## src/common/ldcfg_defs.svh

```systemverilog
// constants of the logical device configuration bank
`ifndef LDCFG_DEFS_SVH
`define LDCFG_DEFS_SVH

`define NUM_SLOTS       45
`define NUM_LDN         16
`define NUM_WINDOWS     4

`define PORT_INDEX      1'b0
`define PORT_DATA       1'b1
`define KEY_ENTER       8'h55
`define KEY_EXIT        8'hAA

`define IDX_CFG_CTRL    8'h02
`define IDX_LDN         8'h07
`define IDX_DEV_ID      8'h20
`define IDX_DEV_REV     8'h21
`define IDX_DEV_FIRST   8'h30
`define IDX_ACTIVATE    8'h30
`define IDX_BASE0_HI    8'h60
`define IDX_BASE0_LO    8'h61
`define IDX_BASE1_HI    8'h62
`define IDX_BASE1_LO    8'h63
`define IDX_BASE2_HI    8'h64
`define IDX_BASE2_LO    8'h65
`define IDX_BASE3_HI    8'h66
`define IDX_BASE3_LO    8'h67
`define IDX_IRQ1        8'h70
`define IDX_IRQ2        8'h72
`define IDX_DMA         8'h74
`define IDX_MODE        8'hF0
`define IDX_MODE2       8'hF1
`define IDX_IR_TIMEOUT  8'hF2
`define IDX_OPT_A       8'hF4
`define IDX_OPT_B       8'hF5

`define LD_FLOPPY       8'h00
`define LD_PARALLEL     8'h03
`define LD_SERIAL1      8'h04
`define LD_SERIAL2      8'h05
`define LD_KEYBOARD     8'h07
`define LD_EXPANSION    8'h08
`define LD_RUNTIME      8'h0A
`define LD_SYSMGMT      8'h0B

`define RV_ZERO         8'h00
`define RV_DMA_PAR      8'h04
`define RV_PAR_MODE     8'h3C
`define RV_IR_OPTIONS   8'h02
`define RV_IR_TIMEOUT   8'h03

`define MASK_ALL        8'hFF
`define MASK_NONE       8'h00
`define MASK_LOW_SOFT   8'hFD
`define MASK_BIT7       8'h80

`define BIT_SOFT_RESET  0
`define BIT_ACTIVE      0
`define BIT_WRITE_LOCK  1
`define WIN_NONE        3'h0

`endif

```

## src/common/ldcfg_pkg.sv

```systemverilog
// types of the logical device configuration bank
package ldcfg_pkg;

    typedef enum logic [0:0] {
        ST_RUN    = 1'b0,
        ST_CONFIG = 1'b1
    } cfg_state_e;

    // one storage slot: owner device, index, reset value, reset masks, lock window
    typedef struct packed {
        logic [7:0] ldn;
        logic [7:0] idx;
        logic [7:0] rst;
        logic [7:0] hm_mask;
        logic [7:0] soft_mask;
        logic [2:0] win;
    } slot_s;

endpackage : ldcfg_pkg

```

## src/hw/logical_device_config_bank.sv

```systemverilog
// per logical device configuration register bank behind index and data ports
// How it works
// [RL1] keyboard irq select 0x70 clears on all resets
// [RL2] pointer irq select 0x72 clears on all resets
// [RL3] infrared timeout 0xF2 loads 0x03, survives soft
// [RL4] routing 0xF4/0xF5 clear on standby reset only
// [RL5] four expansion windows, high/low bytes 0x60-0x67
// [RL6] locked window ignores writes to its bytes
// [RL7] lock bit cleared by power/hard/standby resets only
// [RL8] expansion select bit7 hard reset, whole standby
// [RL9] reserved locations read zero, are read-only
// [RL10] index then data, only in configuration mode
// [RL11] device number 0x07 selects addressed device
// [RL12] bit0 of 0x02 soft-resets, then self-clears
// [RL13] unimplemented registers ignore writes, read zero
// [RL14] unspecified soft value keeps contents on soft
`timescale 1ns/10ps
`include "ldcfg_defs.svh"

module logical_device_config_bank
    import ldcfg_pkg::*;
#(
    parameter int DEVICE_ID  = 8'h5A,  // arbitrary value
    parameter int DEVICE_REV = 8'h01   // arbitrary value
) (
    input  wire logic                      i_clk_sys,
    input  wire logic                      i_nrst,
    input  wire logic                      i_main_por,
    input  wire logic                      i_hard_rst,
    input  wire logic                      i_wr,
    input  wire logic                      i_rd,
    input  wire logic                      i_port_sel,
    input  wire logic [7:0]                i_wdata,
    output logic      [7:0]                o_rdata,
    output logic                           o_config_mode,
    output logic                           o_soft_reset,
    output logic      [7:0]                o_ldn,
    output logic      [`NUM_LDN-1:0]       o_active,
    output logic      [`NUM_SLOTS*8-1:0]   o_slot_values
);

    if (DEVICE_ID < 0 || DEVICE_ID > 255 || DEVICE_REV < 0 || DEVICE_REV > 255) begin : g_bad_id
        $error("identity parameters must fit eight bits");
    end

    // [RL5] slot table, expansion windows at 0x60-0x67
    localparam slot_s SLOTS [`NUM_SLOTS] = '{
        '{`LD_FLOPPY,    `IDX_OPT_A,      `RV_ZERO,       `MASK_ALL,  `MASK_NONE,     `WIN_NONE},
        '{`LD_FLOPPY,    `IDX_OPT_B,      `RV_ZERO,       `MASK_ALL,  `MASK_NONE,     `WIN_NONE},
        '{`LD_PARALLEL,  `IDX_ACTIVATE,   `RV_ZERO,       `MASK_ALL,  `MASK_ALL,      `WIN_NONE},
        '{`LD_PARALLEL,  `IDX_BASE0_HI,   `RV_ZERO,       `MASK_ALL,  `MASK_ALL,      `WIN_NONE},
        '{`LD_PARALLEL,  `IDX_BASE0_LO,   `RV_ZERO,       `MASK_ALL,  `MASK_ALL,      `WIN_NONE},
        '{`LD_PARALLEL,  `IDX_IRQ1,       `RV_ZERO,       `MASK_ALL,  `MASK_ALL,      `WIN_NONE},
        '{`LD_PARALLEL,  `IDX_DMA,        `RV_DMA_PAR,    `MASK_ALL,  `MASK_ALL,      `WIN_NONE},
        '{`LD_PARALLEL,  `IDX_MODE,       `RV_PAR_MODE,   `MASK_ALL,  `MASK_NONE,     `WIN_NONE},
        '{`LD_PARALLEL,  `IDX_MODE2,      `RV_ZERO,       `MASK_ALL,  `MASK_NONE,     `WIN_NONE},
        '{`LD_SERIAL1,   `IDX_ACTIVATE,   `RV_ZERO,       `MASK_ALL,  `MASK_ALL,      `WIN_NONE},
        '{`LD_SERIAL1,   `IDX_BASE0_HI,   `RV_ZERO,       `MASK_ALL,  `MASK_ALL,      `WIN_NONE},
        '{`LD_SERIAL1,   `IDX_BASE0_LO,   `RV_ZERO,       `MASK_ALL,  `MASK_ALL,      `WIN_NONE},
        '{`LD_SERIAL1,   `IDX_IRQ1,       `RV_ZERO,       `MASK_ALL,  `MASK_ALL,      `WIN_NONE},
        '{`LD_SERIAL1,   `IDX_MODE,       `RV_ZERO,       `MASK_ALL,  `MASK_NONE,     `WIN_NONE},
        '{`LD_SERIAL2,   `IDX_ACTIVATE,   `RV_ZERO,       `MASK_ALL,  `MASK_ALL,      `WIN_NONE},
        '{`LD_SERIAL2,   `IDX_BASE0_HI,   `RV_ZERO,       `MASK_ALL,  `MASK_ALL,      `WIN_NONE},
        '{`LD_SERIAL2,   `IDX_BASE0_LO,   `RV_ZERO,       `MASK_ALL,  `MASK_ALL,      `WIN_NONE},
        '{`LD_SERIAL2,   `IDX_IRQ1,       `RV_ZERO,       `MASK_ALL,  `MASK_ALL,      `WIN_NONE},
        '{`LD_SERIAL2,   `IDX_MODE,       `RV_ZERO,       `MASK_ALL,  `MASK_NONE,     `WIN_NONE},
        '{`LD_SERIAL2,   `IDX_MODE2,      `RV_IR_OPTIONS, `MASK_ALL,  `MASK_NONE,     `WIN_NONE},
        // [RL3] timeout keeps on soft
        '{`LD_SERIAL2,   `IDX_IR_TIMEOUT, `RV_IR_TIMEOUT, `MASK_ALL,  `MASK_NONE,     `WIN_NONE},
        '{`LD_KEYBOARD,  `IDX_ACTIVATE,   `RV_ZERO,       `MASK_ALL,  `MASK_ALL,      `WIN_NONE},
        // [RL1] [RL2] interrupt selects clear always
        '{`LD_KEYBOARD,  `IDX_IRQ1,       `RV_ZERO,       `MASK_ALL,  `MASK_ALL,      `WIN_NONE},
        '{`LD_KEYBOARD,  `IDX_IRQ2,       `RV_ZERO,       `MASK_ALL,  `MASK_ALL,      `WIN_NONE},
        '{`LD_KEYBOARD,  `IDX_MODE,       `RV_ZERO,       `MASK_ALL,  `MASK_NONE,     `WIN_NONE},
        '{`LD_EXPANSION, `IDX_ACTIVATE,   `RV_ZERO,       `MASK_ALL,  `MASK_ALL,      `WIN_NONE},
        '{`LD_EXPANSION, `IDX_BASE0_HI,   `RV_ZERO,       `MASK_ALL,  `MASK_ALL,      3'h1},
        '{`LD_EXPANSION, `IDX_BASE0_LO,   `RV_ZERO,       `MASK_ALL,  `MASK_LOW_SOFT, 3'h1},
        '{`LD_EXPANSION, `IDX_BASE1_HI,   `RV_ZERO,       `MASK_ALL,  `MASK_ALL,      3'h2},
        '{`LD_EXPANSION, `IDX_BASE1_LO,   `RV_ZERO,       `MASK_ALL,  `MASK_LOW_SOFT, 3'h2},
        '{`LD_EXPANSION, `IDX_BASE2_HI,   `RV_ZERO,       `MASK_ALL,  `MASK_ALL,      3'h3},
        '{`LD_EXPANSION, `IDX_BASE2_LO,   `RV_ZERO,       `MASK_ALL,  `MASK_LOW_SOFT, 3'h3},
        '{`LD_EXPANSION, `IDX_BASE3_HI,   `RV_ZERO,       `MASK_ALL,  `MASK_ALL,      3'h4},
        '{`LD_EXPANSION, `IDX_BASE3_LO,   `RV_ZERO,       `MASK_ALL,  `MASK_LOW_SOFT, 3'h4},
        // [RL8] bit7 hard mask
        '{`LD_EXPANSION, `IDX_MODE,       `RV_ZERO,       `MASK_BIT7, `MASK_NONE,     `WIN_NONE},
        '{`LD_RUNTIME,   `IDX_ACTIVATE,   `RV_ZERO,       `MASK_ALL,  `MASK_ALL,      `WIN_NONE},
        '{`LD_RUNTIME,   `IDX_BASE0_HI,   `RV_ZERO,       `MASK_ALL,  `MASK_ALL,      `WIN_NONE},
        '{`LD_RUNTIME,   `IDX_BASE0_LO,   `RV_ZERO,       `MASK_ALL,  `MASK_ALL,      `WIN_NONE},
        // [RL4] standby-only registers
        '{`LD_RUNTIME,   `IDX_MODE,       `RV_ZERO,       `MASK_NONE, `MASK_NONE,     `WIN_NONE},
        '{`LD_RUNTIME,   `IDX_OPT_A,      `RV_ZERO,       `MASK_NONE, `MASK_NONE,     `WIN_NONE},
        '{`LD_RUNTIME,   `IDX_OPT_B,      `RV_ZERO,       `MASK_NONE, `MASK_NONE,     `WIN_NONE},
        '{`LD_SYSMGMT,   `IDX_ACTIVATE,   `RV_ZERO,       `MASK_ALL,  `MASK_ALL,      `WIN_NONE},
        '{`LD_SYSMGMT,   `IDX_BASE0_HI,   `RV_ZERO,       `MASK_ALL,  `MASK_ALL,      `WIN_NONE},
        '{`LD_SYSMGMT,   `IDX_BASE0_LO,   `RV_ZERO,       `MASK_ALL,  `MASK_ALL,      `WIN_NONE},
        '{`LD_SYSMGMT,   `IDX_IRQ1,       `RV_ZERO,       `MASK_ALL,  `MASK_ALL,      `WIN_NONE}
    };

    function automatic int find_slot(input logic [7:0] ld, input logic [7:0] ix);
        int found;
        found = 0;
        for (int k = 0; k < `NUM_SLOTS; k++) begin
            if (SLOTS[k].ldn == ld && SLOTS[k].idx == ix) begin
                found = k;
            end
        end
        return found;
    endfunction : find_slot

    localparam int S_KBD_IRQ  = find_slot(`LD_KEYBOARD, `IDX_IRQ1);
    localparam int S_PTR_IRQ  = find_slot(`LD_KEYBOARD, `IDX_IRQ2);
    localparam int S_IR_TMO   = find_slot(`LD_SERIAL2, `IDX_IR_TIMEOUT);
    localparam int S_ROUTE1   = find_slot(`LD_RUNTIME, `IDX_OPT_A);
    localparam int S_ROUTE2   = find_slot(`LD_RUNTIME, `IDX_OPT_B);
    localparam int S_WIN0_HI  = find_slot(`LD_EXPANSION, `IDX_BASE0_HI);
    localparam int S_WIN0_LO  = find_slot(`LD_EXPANSION, `IDX_BASE0_LO);
    localparam int S_XBUS_SEL = find_slot(`LD_EXPANSION, `IDX_MODE);

    cfg_state_e                    state;
    cfg_state_e                    next_state;
    logic [7:0]                    index;
    logic [7:0]                    next_index;
    logic [7:0]                    ldn;
    logic [7:0]                    next_ldn;
    logic                          soft_pulse;
    logic                          next_soft_pulse;
    logic [7:0]                    rdata;
    logic [7:0]                    next_rdata;
    logic [`NUM_SLOTS-1:0][7:0]    slot_q;
    logic [`NUM_SLOTS-1:0][7:0]    next_slot;
    logic [`NUM_SLOTS-1:0]         slot_hit;
    logic [`NUM_SLOTS-1:0]         slot_we;
    logic [`NUM_WINDOWS:0]         win_lock;
    logic [7:0]                    slot_rd;
    logic                          hm_rst;
    logic                          data_wr;
    logic                          data_rd;

    assign hm_rst  = i_main_por | i_hard_rst;
    // [RL10] data port only acts in configuration mode
    assign data_wr = i_wr && i_port_sel == `PORT_DATA && state == ST_CONFIG;
    assign data_rd = i_rd && i_port_sel == `PORT_DATA && state == ST_CONFIG;

    // [RL6] lock bit of each window's low byte
    always_comb begin
        win_lock = '0;
        for (int k = 0; k < `NUM_SLOTS; k++) begin
            if (SLOTS[k].win != `WIN_NONE && SLOTS[k].idx[0]) begin
                win_lock[SLOTS[k].win] = slot_q[k][`BIT_WRITE_LOCK];
            end
        end
    end

    // [RL11] device number picks the addressed slot
    always_comb begin
        // [RL13] no hit: no write, zero read
        slot_rd = '0;
        for (int k = 0; k < `NUM_SLOTS; k++) begin
            slot_hit[k] = SLOTS[k].ldn == ldn && SLOTS[k].idx == index;
            slot_we[k]  = data_wr && slot_hit[k]
                          && !(SLOTS[k].win != `WIN_NONE && win_lock[SLOTS[k].win]);
            slot_rd     = slot_rd | (slot_hit[k] ? slot_q[k] : 8'h00);
        end
    end

    generate
        for (genvar g = 0; g < `NUM_SLOTS; g++) begin : g_slot
            always_comb begin
                next_slot[g] = slot_we[g] ? i_wdata : slot_q[g];
                // [RL14] masks keep bits with no soft value
                if (soft_pulse) begin
                    next_slot[g] = (next_slot[g] & ~SLOTS[g].soft_mask)
                                   | (SLOTS[g].rst & SLOTS[g].soft_mask);
                end
                // [RL7] hard and main power masks
                if (hm_rst) begin
                    next_slot[g] = (next_slot[g] & ~SLOTS[g].hm_mask)
                                   | (SLOTS[g].rst & SLOTS[g].hm_mask);
                end
            end
            // standby reset reloads every slot
            always_ff @(posedge i_clk_sys) begin
                if (!i_nrst) begin
                    slot_q[g] <= SLOTS[g].rst;
                end else begin
                    slot_q[g] <= next_slot[g];
                end
            end
        end
    endgenerate

    always_comb begin
        next_state      = state;
        next_index      = index;
        next_ldn        = ldn;
        next_soft_pulse = 1'b0;
        next_rdata      = rdata;
        // [RL10] enter and exit keys on the index port
        if (i_wr && i_port_sel == `PORT_INDEX) begin
            case (state)
                ST_RUN: begin
                    if (i_wdata == `KEY_ENTER) begin
                        next_state = ST_CONFIG;
                    end
                end
                ST_CONFIG: begin
                    if (i_wdata == `KEY_EXIT) begin
                        next_state = ST_RUN;
                    end else begin
                        next_index = i_wdata;
                    end
                end
                default: begin
                    next_state = ST_RUN;
                end
            endcase
        end
        // [RL11] device number write
        if (data_wr && index == `IDX_LDN) begin
            next_ldn = i_wdata;
        end
        // [RL12] one-cycle soft reset, bit never stored
        if (data_wr && index == `IDX_CFG_CTRL) begin
            next_soft_pulse = i_wdata[`BIT_SOFT_RESET];
        end
        if (i_rd) begin
            next_rdata = 8'h00;
            if (state == ST_CONFIG && i_port_sel == `PORT_INDEX) begin
                next_rdata = index;
            end else if (data_rd) begin
                // [RL9] reserved and global gaps return zero
                if (index >= `IDX_DEV_FIRST) begin
                    next_rdata = slot_rd;
                end else if (index == `IDX_LDN) begin
                    next_rdata = ldn;
                end else if (index == `IDX_DEV_ID) begin
                    next_rdata = DEVICE_ID[7:0];
                end else if (index == `IDX_DEV_REV) begin
                    next_rdata = DEVICE_REV[7:0];
                end
            end
        end
        if (soft_pulse) begin
            next_ldn = `LD_FLOPPY;
        end
        if (hm_rst) begin
            next_state      = ST_RUN;
            next_index      = 8'h00;
            next_ldn        = `LD_FLOPPY;
            next_soft_pulse = 1'b0;
        end
    end

    always_ff @(posedge i_clk_sys) begin
        if (!i_nrst) begin
            state      <= ST_RUN;
            index      <= 8'h00;
            ldn        <= `LD_FLOPPY;
            soft_pulse <= 1'b0;
            rdata      <= 8'h00;
        end else begin
            state      <= next_state;
            index      <= next_index;
            ldn        <= next_ldn;
            soft_pulse <= next_soft_pulse;
            rdata      <= next_rdata;
        end
    end

    // activate bit of each device except the floppy feeds its enable
    always_comb begin
        o_active = '0;
        for (int k = 0; k < `NUM_SLOTS; k++) begin
            if (SLOTS[k].idx == `IDX_ACTIVATE) begin
                o_active[SLOTS[k].ldn[3:0]] = slot_q[k][`BIT_ACTIVE];
            end
        end
    end

    assign o_rdata       = rdata;
    assign o_config_mode = state == ST_CONFIG;
    assign o_soft_reset  = soft_pulse;
    assign o_ldn         = ldn;
    assign o_slot_values = slot_q;
endmodule : logical_device_config_bank

```

## config.mk

```make
export PLATFORM = sky130hd
export DESIGN_NAME = logical_device_config_bank
export DESIGN_NICKNAME = d
export VERILOG_FILES = /design/src/common/ldcfg_pkg.sv /design/src/hw/logical_device_config_bank.sv
export VERILOG_INCLUDE_DIRS = /design/src /design/src/common
export SDC_FILE = /design/constraint.sdc
export NUM_CORES = 1
export LEC_CHECK = 0
export ABC_AREA = 1
export BUFFER_PORTS_ARGS = -buffer_cell sky130_fd_sc_hd__buf_4
export CAP_MARGIN = 30
export CELL_PAD_IN_SITES_DETAIL_PLACEMENT = 1
export CELL_PAD_IN_SITES_GLOBAL_PLACEMENT = 2
export CORE_MARGIN = 2
export CORE_UTILIZATION = 29
export CTS_BUF_LIST = sky130_fd_sc_hd__clkbuf_16
export CTS_CLUSTER_SIZE = 30
export DETAILED_ROUTE_END_ITERATION = 8
export MAX_ROUTING_LAYER = met4
export PLACE_DENSITY_LB_ADDON = 0.3
export RECOVER_POWER = 50
export SLEW_MARGIN = 25
export SYNTH_ARGS = -nofsm -noshare
export SYNTH_HDL_FRONTEND = slang
export SYNTH_SLANG_ARGS = --single-unit
```

## constraint.sdc

```tcl
create_clock -name i_clk_sys -period 2.75 [get_ports i_clk_sys]
set_clock_uncertainty 0.2 [all_clocks]
set_input_delay 0.1375 -clock i_clk_sys [delete_from_list [all_inputs] [get_ports i_clk_sys]]
set_output_delay 0.1375 -clock i_clk_sys [all_outputs]
set_load 0.01 [all_outputs]
```

# Word-level counts from Yosys, hierarchy flattened
# Index checks and enable logic that the tools add are counted.
[totals]
ff_bits = 386
input_bits = 15
[classes]
order_cmp = 1
eq_ne = 30
n_mux = 59
bitwise = 50
n_reduce_logical = 115
[ops]
columns = ["cell", "count"]
rows = [
  ["2-to-1 mux 8 bit", 50],
  ["bitwise OR 8 bit", 44],
  ["logical AND 1 bit", 106],
  ["== test 7 x 8 -> 1 bit (first input constant)", 11],
  ["== test 8 bit (first input constant)", 5],
  ["== test 3 x 8 -> 1 bit (first input constant)", 3],
  ["== test 4 x 8 -> 1 bit (first input constant)", 3],
  ["== test 8 x 6 -> 1 bit (second input constant)", 2],
  ["== test 2 x 8 -> 1 bit (first input constant)", 1],
  ["== test 6 x 8 -> 1 bit (first input constant)", 1],
  ["== test 8 x 2 -> 1 bit (second input constant)", 1],
  ["== test 8 x 3 -> 1 bit (second input constant)", 1],
  ["== test 8 x 7 -> 1 bit (second input constant)", 1],
  ["== test 8 bit (second input constant)", 1],
  [">= comparator 8 x 6 -> 1 bit (second input constant)", 1],
  ["logical NOT 8 bit", 1],
  ["2-to-1 mux 2 bit", 4],
  ["2-to-1 mux 7 bit", 1],
  ["OR reduction 3 bit", 2],
  ["inverter 1 bit", 5],
  ["logical NOT 1 bit", 4],
  ["2-to-1 mux 1 bit", 3],
  ["AND reduction 3 bit", 1],
  ["one-hot mux 1 bit (2 select lines)", 1],
  ["2 further kinds", 2],
]

# Logic depth before layout (Yosys ltp)
# Gate-level depths: netlist of run 1.
[depth]
ltp_word = 50
ltp_mapped = 14

# Least setup slack after synthesis of run 1
# No wires, ideal clock.
[synth_path]
path_kind = "reg2reg"
startpoint = "register state, in the netlist o_config_mode"
endpoint = "register slot_q, in the netlist o_slot_values[213]"
arrival_ns = 1.767
required_time_ns = 2.431
path_slack_ns = 0.664
stages_incl_launch_ff = 9
n_path_buf = 2
path_cell_list = "dfxtp_1 inv_2 nor3_4 inv_2 or3_1 clkbuf_1 buf_2 o21ai_1 a21oi_1"
[synth_via]
elab_chain_cells = 3
[synth_rtl]
columns = ["element", "line_no", "source"]
rows = [
  ["from (decl)", "logical_device_config_bank.sv:119", "cfg_state_e state;"],
  ["from (signal assigned)", "logical_device_config_bank.sv:262", "state <= next_state;"],
  ["logical AND 1 bit", "logical_device_config_bank.sv:141", "assign data_wr = i_wr && i_port_sel == `PORT_DATA && state == ST_CONFIG;"],
  ["logical AND 1 bit (2 in a row)", "logical_device_config_bank.sv:160", "slot_we[k] = data_wr && slot_hit[k]"],
  ["to (signal, indexed assignment)", "logical_device_config_bank.sv:184", "slot_q[g] <= SLOTS[g].rst;"],
  ["to (signal, indexed assignment)", "logical_device_config_bank.sv:186", "slot_q[g] <= next_slot[g];"],
  ["to (decl)", "logical_device_config_bank.sv:129", "logic [`NUM_SLOTS-1:0][7:0] slot_q;"],
]
# No other way between the ends.
# A chain may end at the register's enable or synchronous reset.

# Worst setup path in the final report of run 1
[layout_path]
startpoint = "register index[6]"
endpoint = "register rdata[2], in the netlist o_rdata[2]"
[layout_via]
elab_chain_cells = 50
[layout_rtl]
columns = ["element", "line_no", "source"]
rows = [
  ["from (decl)", "logical_device_config_bank.sv:121", "logic [7:0] index;"],
  ["from (signal assigned)", "logical_device_config_bank.sv:263", "index <= next_index;"],
  ["== test 8 bit", "logical_device_config_bank.sv:159", "slot_hit[k] = SLOTS[k].ldn == ldn && SLOTS[k].idx == index;"],
  ["logical AND 1 bit", "logical_device_config_bank.sv:159", ""],
  ["2-to-1 mux 8 bit", "logical_device_config_bank.sv:162", "slot_rd = slot_rd | (slot_hit[k] ? slot_q[k] : 8'h00);"],
  ["bitwise OR 8 bit (44 in a row)", "logical_device_config_bank.sv:162", ""],
  ["2-to-1 mux 8 bit (*)", "logical_device_config_bank.sv:232", "if (index >= `IDX_DEV_FIRST) begin"],
  ["2-to-1 mux 8 bit (*)", "logical_device_config_bank.sv:230", "end else if (data_rd) begin"],
  ["2-to-1 mux 8 bit (*)", "logical_device_config_bank.sv:228", "if (state == ST_CONFIG && i_port_sel == `PORT_INDEX) begin"],
  ["to (signal assigned)", "logical_device_config_bank.sv:266", "rdata <= next_rdata;"],
  ["to (decl)", "logical_device_config_bank.sv:127", "logic [7:0] rdata;"],
]
# Every way passes the cells marked *; elsewhere a longest branch is shown, timed or not.

==> PnR_summary.wiki, run 1 <==
{| class="wikitable"
! Metric !! Value
|-
| Largest cells by area after synthesis || dfxtp_1 44%, o21ai_0 11%, nand3_1 10%, a21oi_1 9.9%, nand2_1 6.8%
|-
| Wire length reported by the detailed router || 106000 µm
|-
| Clock tree from TritonCTS || yes
|-
| Number of buffer cells added on primary ports || 399
|-
| Root Buffer Master || clkbuf_16
|-
| Minimum setup slack after placement || -0.315 ns
|-
| First-pass GRT wire length || 150000 µm
|-
| Count of standard-cell rows || 90
|-
| GR met1 Demand/Resource || 44.9%
|-
| Number of flip-flops and latches in the synthesized netlist || 386
|-
| RR Startpoint || index[6]
|-
| Sequential share of the synthesized area || 43.6%
|-
| Yosys top cell by area || dfxtp_1
|-
| Top post-synthesis cells by count || 386 x dfxtp_1, 375 x o21ai_0, 364 x nand3_1, 350 x a21oi_1, 323 x nand2_1
|-
| Share of the cycle needed by the critical path after routing || 99.0%
|-
| Distinct cell type count of the synthesized netlist || 30
|-
| Worst endpoint required time || 3.06 ns
|-
| Initial antenna violation count || 0
|-
| Final Hold Viols || 0
|-
| Antenna Diode Count || 0
|-
| Path type of the worst setup path || reg2reg
|-
| Highest attainable clock frequency || 367 MHz
|-
| Via count of the first global-routing pass || 20.1k
|-
| Full die area || 0.0631 mm²
|-
| GR met3 Demand/Resource || 3.79%
|-
| Growth of design area from synthesis to finish || 26.2%
|-
| Final worst setup slack || 0.0271 ns
|-
| Initial cell density of the core || 29.4%
|-
| Top-Level Pins || 409
|-
| Routed wire length per instance || 27.9 µm
|-
| P per Cell Area || 543 mW/mm²
|-
| DRT iter0 DRCs || 1828
|-
| CP cell instances || inv_1 > nor2_1 > nand2_2 > nor2_4 > nand2_1 > o21ai_1 > nor2_1 > nand2_1 > nor2_1 > nand3_1 > nand2_1 > a21oi_1
|-
| Most instantiated flip-flop cell in the synthesis netlist || dfxtp_1
|-
| Data arrival time at the worst-slack endpoint || 3.04 ns
|-
| Worst setup SP type || flip-flop
|-
| Worst Hold Launch || i_main_por
|-
| Final weighted congestion of routability-driven global placement || 0.993
|-
| Capturing element type of the critical path || flip-flop
|-
| Fraction of final layout cells with drive strength greater than 1 || 8.80%
|-
| CTS Sinks || 386
|-
| Filler cells || 7817
|-
| Crit-path slowest cell || o21ai_1
|-
| Number of H-tree levels || 2
|-
| Final number of max-transition violations || 0
|-
| Leakage component of the power || 7.75 nW
|-
| Maximum buffer depth of the clock tree || 3
|-
| Chip Width || 251 µm
|-
| Area of the core region || 0.0604 mm²
|-
| Total half-perimeter wirelength after legalization and detailed placement || 79300 µm
|-
| Instance count along the most critical hold path || 7
|-
| Post-synth EDFFs || 0
|-
| Top fanout value on the critical path || 7
|-
| Power, Total || 12.2 mW
|-
| GR Overflow Total || 0
|-
| R2r worst-path depth || 12
|-
| Min-Delay Endpoint || o_slot_values[270]
|-
| Routing layer with the top usage in global route || met2
|-
| Syn Inst Count || 2597
|-
| GR Util All Layers || 33.7%
|-
| Number of remaining DRC errors || 0
|-
| Maximum number of pins on one net before global-route repair || 67
|-
| Setup repair after global routing missed its margin || yes
|-
| Reg clk slew, reported paths || 0.07 ns
|-
| Worst-Skew Late Latency || 0.59 ns
|-
| Final antenna-violating net count || 0
|-
| Number of nets at the end of the flow || 3016
|-
| Area fraction of the dominant cell type after synthesis || 43.6%
|-
| Max-slew headroom || 47.0%
|-
| Worst Hold Slack || 0.0221 ns
|-
| Mean instance size in the synthesized netlist || 6.82 µm²
|-
| Via total after detailed routing || 20.7k
|-
| Syn. warnings || 0
|-
| Most common cell in the netlist || dfxtp_1
|-
| Capturing point of the worst reg2reg path || o_rdata[2]
|-
| Die Ht || 251 µm
|-
| Final setup violation count || 0
|-
| Flop-to-flop setup slack || 0.03 ns
|-
| Hold crit path type || in2reg
|-
| Number of iterations in the first detailed-routing pass || 5
|-
| Count of maximum capacitance violations || 0
|-
| Peak VDD IR || 418 µV
|-
| Run status || finished, final reports clean
|-
| Number of vias per cell after detailed routing || 5.44
|-
| Final critical-path required period || 2.72 ns
|-
| Cell area after synthesis || 0.0177 mm²
|-
| Ys async rst share || 0%
|-
| Slew at the pin closest to its max-slew limit || 0.794 ns
|-
| Delay of the slowest cell on the worst path || 0.38 ns
|-
| Met2 usage in global routing || 53.7%
|-
| Number of buffers added by the clock tree synthesis step || 46
|}
[cell type report]
cell class	count	area [µm²]	share of cell area [%]
clock buffer	47	1180	5.26
inverter	320	1200	5.39
timing repair buffer	542	2910	13.0
sequential	386	7730	34.6
multi-input combinational	1705	8090	36.2
tap	782	978	4.37
clock inverter	34	277	1.24
[flip-flops by register name (all words and copies together) (netlist names)]
register       flops
o_slot_values    353
o_rdata            8
o_ldn              8
o_active           7
index              8
o_config_mode      1
o_soft_reset       1
[worst max path at each step]
stage                       start                 end  slack, ns  cells after the start
finish                   index[6]          o_rdata[2]       0.03                     12
global route             index[0]          o_rdata[6]      -0.01                     14
CTS                      o_ldn[6]          o_rdata[2]      0.004                     11
detailed placement       index[2]          o_rdata[0]      -0.31                     13
global placement         index[2]          o_rdata[0]      -0.35                     13
floorplan           o_config_mode  o_slot_values[213]       0.66                      8
[logic make-up (layout without fill, tap and decap cells)]
logic type / after synthesis / after routing / synth area share [%]
AO/OA/AOI/OAI: 734 / 734 / 20.9
other: 1 / 9 / 0.0212
flip-flops: 386 / 386 / 43.6
AND/OR/NAND/NOR: 962 / 962 / 23.8
buffers and inverters: 514 / 943 / 11.7
[metrics by stage]
step                utilization, %  TNS (ns)  std cells  area [µm²]
finish                        37.1         0       3816       22400
global route                  37.1   -0.0104       3816       22400
CTS                           39.3         0       3815       23700
detailed placement            36.6    -0.499       3718       22100
global placement              36.6    -0.506       3718       22100
floorplan                        -         0       2605       17800
[per-layer routing]
layer  part of all wire, %  vias up
met3                   6.7      188
li1                      -     9335
met2                    46      924
met5                     0        -
met4                   3.5        0
met1                    44    10300
[power breakdown]
| part | switching [mW] | internal, mW | total, mW |
|---|---|---|---|
| clock | 2.59 | 3.54 | 6.13 |
| combinational | 0.331 | 0.0890 | 0.420 |
| sequential | 0.00823 | 5.60 | 5.61 |
[worst max-delay path, delay by kind of cell (launching register included)]
| kind | cells | cell delay, ns |
|---|---|---|
| compound gates | 2 | 0.49 |
| flops | 1 | 0.35 |
| buf+inv | 1 | 0.09 |
| simple gates | 9 | 1.51 |
[cell usage in the layout, fill, tap and decap left out, drive strengths merged, types with 16 or more instances in the layout]
| cell type | instances |
|---|---|
| clkbuf | 430 |
| dfxtp | 386 |
| o21ai | 377 |
| nand3 | 364 |
| a21oi | 350 |
| inv | 326 |
| nand2 | 325 |
| nor2 | 247 |
| buf | 143 |
| clkinv | 21 |
| dlygate4sd3 | 16 |
[timing repair]
item | CTS | global route
hold endpoints to repair | 162 | 0
setup endpoints to repair | 6 | 25
pin swaps | 1 | 2
hold buffers | 16 | 0
resized for setup | 10 | 23
buffers inserted | 0 | 1
No activity file was read; power rests on OpenSTA's default activity.
==> inputs of run 2 (changes only) <==
--- a/config.mk
+++ b/config.mk
@@ -12,13 +12,14 @@
 export CELL_PAD_IN_SITES_DETAIL_PLACEMENT = 1
 export CELL_PAD_IN_SITES_GLOBAL_PLACEMENT = 2
 export CORE_MARGIN = 2
-export CORE_UTILIZATION = 29
+export CORE_UTILIZATION = 31
 export CTS_BUF_LIST = sky130_fd_sc_hd__clkbuf_16
 export CTS_CLUSTER_SIZE = 30
 export DETAILED_ROUTE_END_ITERATION = 8
 export MAX_ROUTING_LAYER = met4
 export PLACE_DENSITY_LB_ADDON = 0.3
 export RECOVER_POWER = 50
+export REMOVE_ABC_BUFFERS = 1
 export SLEW_MARGIN = 25
 export SYNTH_ARGS = -nofsm -noshare
 export SYNTH_HDL_FRONTEND = slang
==> constraint.sdc (replaced) <==
create_clock -name i_clk_sys -period 3.2 [get_ports i_clk_sys]
set_clock_uncertainty 0.2 [all_clocks]
set_input_delay 0.16 -clock i_clk_sys [delete_from_list [all_inputs] [get_ports i_clk_sys]]
set_output_delay 0.16 -clock i_clk_sys [all_outputs]
set_load 0.01 [all_outputs]
==> run 2 against run 1 <==
Net effect: maximum frequency shrank 10%; via count fell by 1.6%; flip-flop and latch count did not move; highest routed layer unchanged.
==> PnR_summary.wiki, run 2 (synthesized netlist as in run 1, its figures left out) <==
{| class="wikitable"
! Metric !! Value
|-
| Final setup violation count || 0
|-
| Number of buffer cells added on primary ports || 399
|-
| Leakage component of the power || 7.55 nW
|-
| Number of remaining DRC errors || 0
|-
| GR Overflow Total || 0
|-
| Number of post-CTS setup repair buffers || 0
|-
| Data arrival time at the worst-slack endpoint || 3.34 ns
|-
| Routed wire length per instance || 26.4 µm
|-
| Number of vias per cell after detailed routing || 5.42
|-
| Number of iterations in the first detailed-routing pass || 5
|-
| Hold crit path type || in2reg
|-
| Pint || 7.59 mW
|-
| CP cell instances || inv_1 > nor2_1 > nand2_1 > nor2_2 > nand2_1 > clkinv_1 > nand2_1 > nand4_1 > nor2_1 > nand3_1 > nand2_1 > a21oi_1
|-
| Final Hold Viols || 0
|-
| Max-slew headroom || 42.6%
|-
| CTS Sinks || 386
|-
| Initial cell density of the core || 31.4%
|-
| Crit-path slowest cell || nor2_2
|-
| Number of H-tree levels || 2
|-
| Die Ht || 243 µm
|-
| GR Util All Layers || 33.3%
|-
| Clock network fraction of total power || 48.7%
|-
| Worst endpoint required time || 3.50 ns
|-
| Delay of the slowest cell on the worst path || 0.59 ns
|-
| Path type of the worst setup path || reg2reg
|-
| Full die area || 0.0591 mm²
|-
| Fraction of power spent switching nets || 24.6%
|-
| Final weighted congestion of routability-driven global placement || 0.960
|-
| First-pass GRT wire length || 141000 µm
|-
| Flip-flop count of the largest register, all copies and words added || 353
|-
| Flop-to-flop setup slack || 0.16 ns
|-
| Count of maximum capacitance violations || 0
|-
| Minimum setup slack after placement || 0.307 ns
|-
| Maximum buffer depth of the clock tree || 3
|-
| Combinational cell fraction of total power || 3.5%
|-
| Maximum number of pins on one net before global-route repair || 133
|-
| Total half-perimeter wirelength after legalization and detailed placement || 71500 µm
|-
| Final critical-path required period || 3.04 ns
|-
| Power, Total || 10.1 mW
|-
| Number of buffers added by the clock tree synthesis step || 46
|-
| Setup repair after global routing missed its margin || no
|-
| Slew at the pin closest to its max-slew limit || 0.859 ns
|-
| Number of resized instances in the post-cts repair step || 0
|-
| Peak VDD IR || 314 µV
|-
| Root Buffer Master || clkbuf_16
|-
| Count of standard-cell rows || 87
|-
| Final worst setup slack || 0.164 ns
|-
| Growth of design area from synthesis to finish || 23.4%
|-
| Top fanout value on the critical path || 10
|-
| Initial antenna violation count || 2
|-
| Fraction of final layout cells with drive strength greater than 1 || 7.34%
|-
| End-of-flow core utilization || 38.7%
|-
| P per Cell Area || 460 mW/mm²
|-
| Final number of max-transition violations || 0
|-
| Final antenna-violating net count || 0
|-
| Highest attainable clock frequency || 329 MHz
|-
| Switching power summed over all nets || 2.48 mW
|-
| Hold buffer count at cts || 13
|-
| Crit-path most repeated cell || nand2_1
|-
| Via total after detailed routing || 20.4k
|-
| Top-Level Pins || 409
|-
| Worst setup SP type || flip-flop
|-
| Worst-Skew Late Latency || 0.58 ns
|-
| DRT iter0 DRCs || 1741
|-
| Commonest non-fill, non-tap cells in the layout || 386 x dfxtp_1, 385 x clkbuf_1, 375 x o21ai_0
|-
| Area of the core region || 0.0565 mm²
|-
| Most common library cell in the layout ignoring fill and taps || dfxtp_1
|-
| Via count of the first global-routing pass || 20.0k
|-
| Capturing element type of the critical path || flip-flop
|-
| Wire length reported by the detailed router || 99300 µm
|-
| Chip Width || 243 µm
|-
| Clock tree from TritonCTS || yes
|-
| Share of the cycle needed by the critical path after routing || 94.9%
|-
| Number of nets at the end of the flow || 2996
|-
| Run status || finished, final reports clean
|-
| Reg clk slew, reported paths || 0.06 ns
|-
| Sequential power share || 47.8%
|}
## run 2: cell types whose count changed in the layout (fill, tap and decap cells not counted), sizes merged
cell / change
diode: +1
bufinv: -4
dlygate4sd3: -3
buf: -19
clkinvlp: -1
clkbuf: +2
## run 2: path summary, 6_finish.rpt
| path | from | depth (start not counted) | to |
|---|---|---|---|
| hold / removal | i_nrst | 4 | o_slot_values[320] |
| setup / recovery | index[2] | 12 | o_rdata[4] |
| setup reg to reg | index[2] | 12 | o_rdata[4] |
| hold reg to reg | o_slot_values[197] | 2 | o_slot_values[197] |
## run 2: power by group through the flow
stage | sequential (mW) | combinational (mW) | clock [mW]
after floorplan | 4.92 | 0.108 | 0
after global placement | 4.92 | 0.331 | 0
after detailed placement | 4.92 | 0.336 | 0
after CTS | 4.82 | 0.349 | 4.94
after global routing | 4.81 | 0.371 | 5.13
final | 4.82 | 0.353 | 4.90
## run 2: area by class of cell
class | instances | area [µm²]
Sequential cell | 386 | 7730
Timing Repair Buffer | 522 | 2660
Antenna cell | 1 | 2.50
Clock buffer | 47 | 1180
Clock inverter | 29 | 150
Multi-Input combinational cell | 1705 | 8020
Inverter | 320 | 1200
Tap cell | 756 | 946
Fill cell | 7346 | 34600
## run 2: metal layers
layer	vias to the layer above	GRT usage [%]	share of wire, %
met5	-	-	0
met1	10200	44.7	44
met3	136	4.52	7.0
met2	818	52.4	46
li1	9297	-	-
met4	0	9.51	2.8
## run 2: critical path, delay by kind of cell, from the launching register on
family          cells  cell delay, ns
buf+inv             2            0.34
flops               1            0.34
compound gates      1            0.12
simple gates        9            1.96
## run 2: through the flow
step                      instances  cell area (µm²)  hold slack, ns  setup TNS (ns)
after floorplan                2411            16900          0.0732         -763.15
final                          3766            21900          0.0791               0
after detailed placement       3676            21900           0.259               0
after CTS                      3765            23300          0.0803               0
after global placement         3676            21900           0.253               0
after global routing           3765            21900           0.101               0
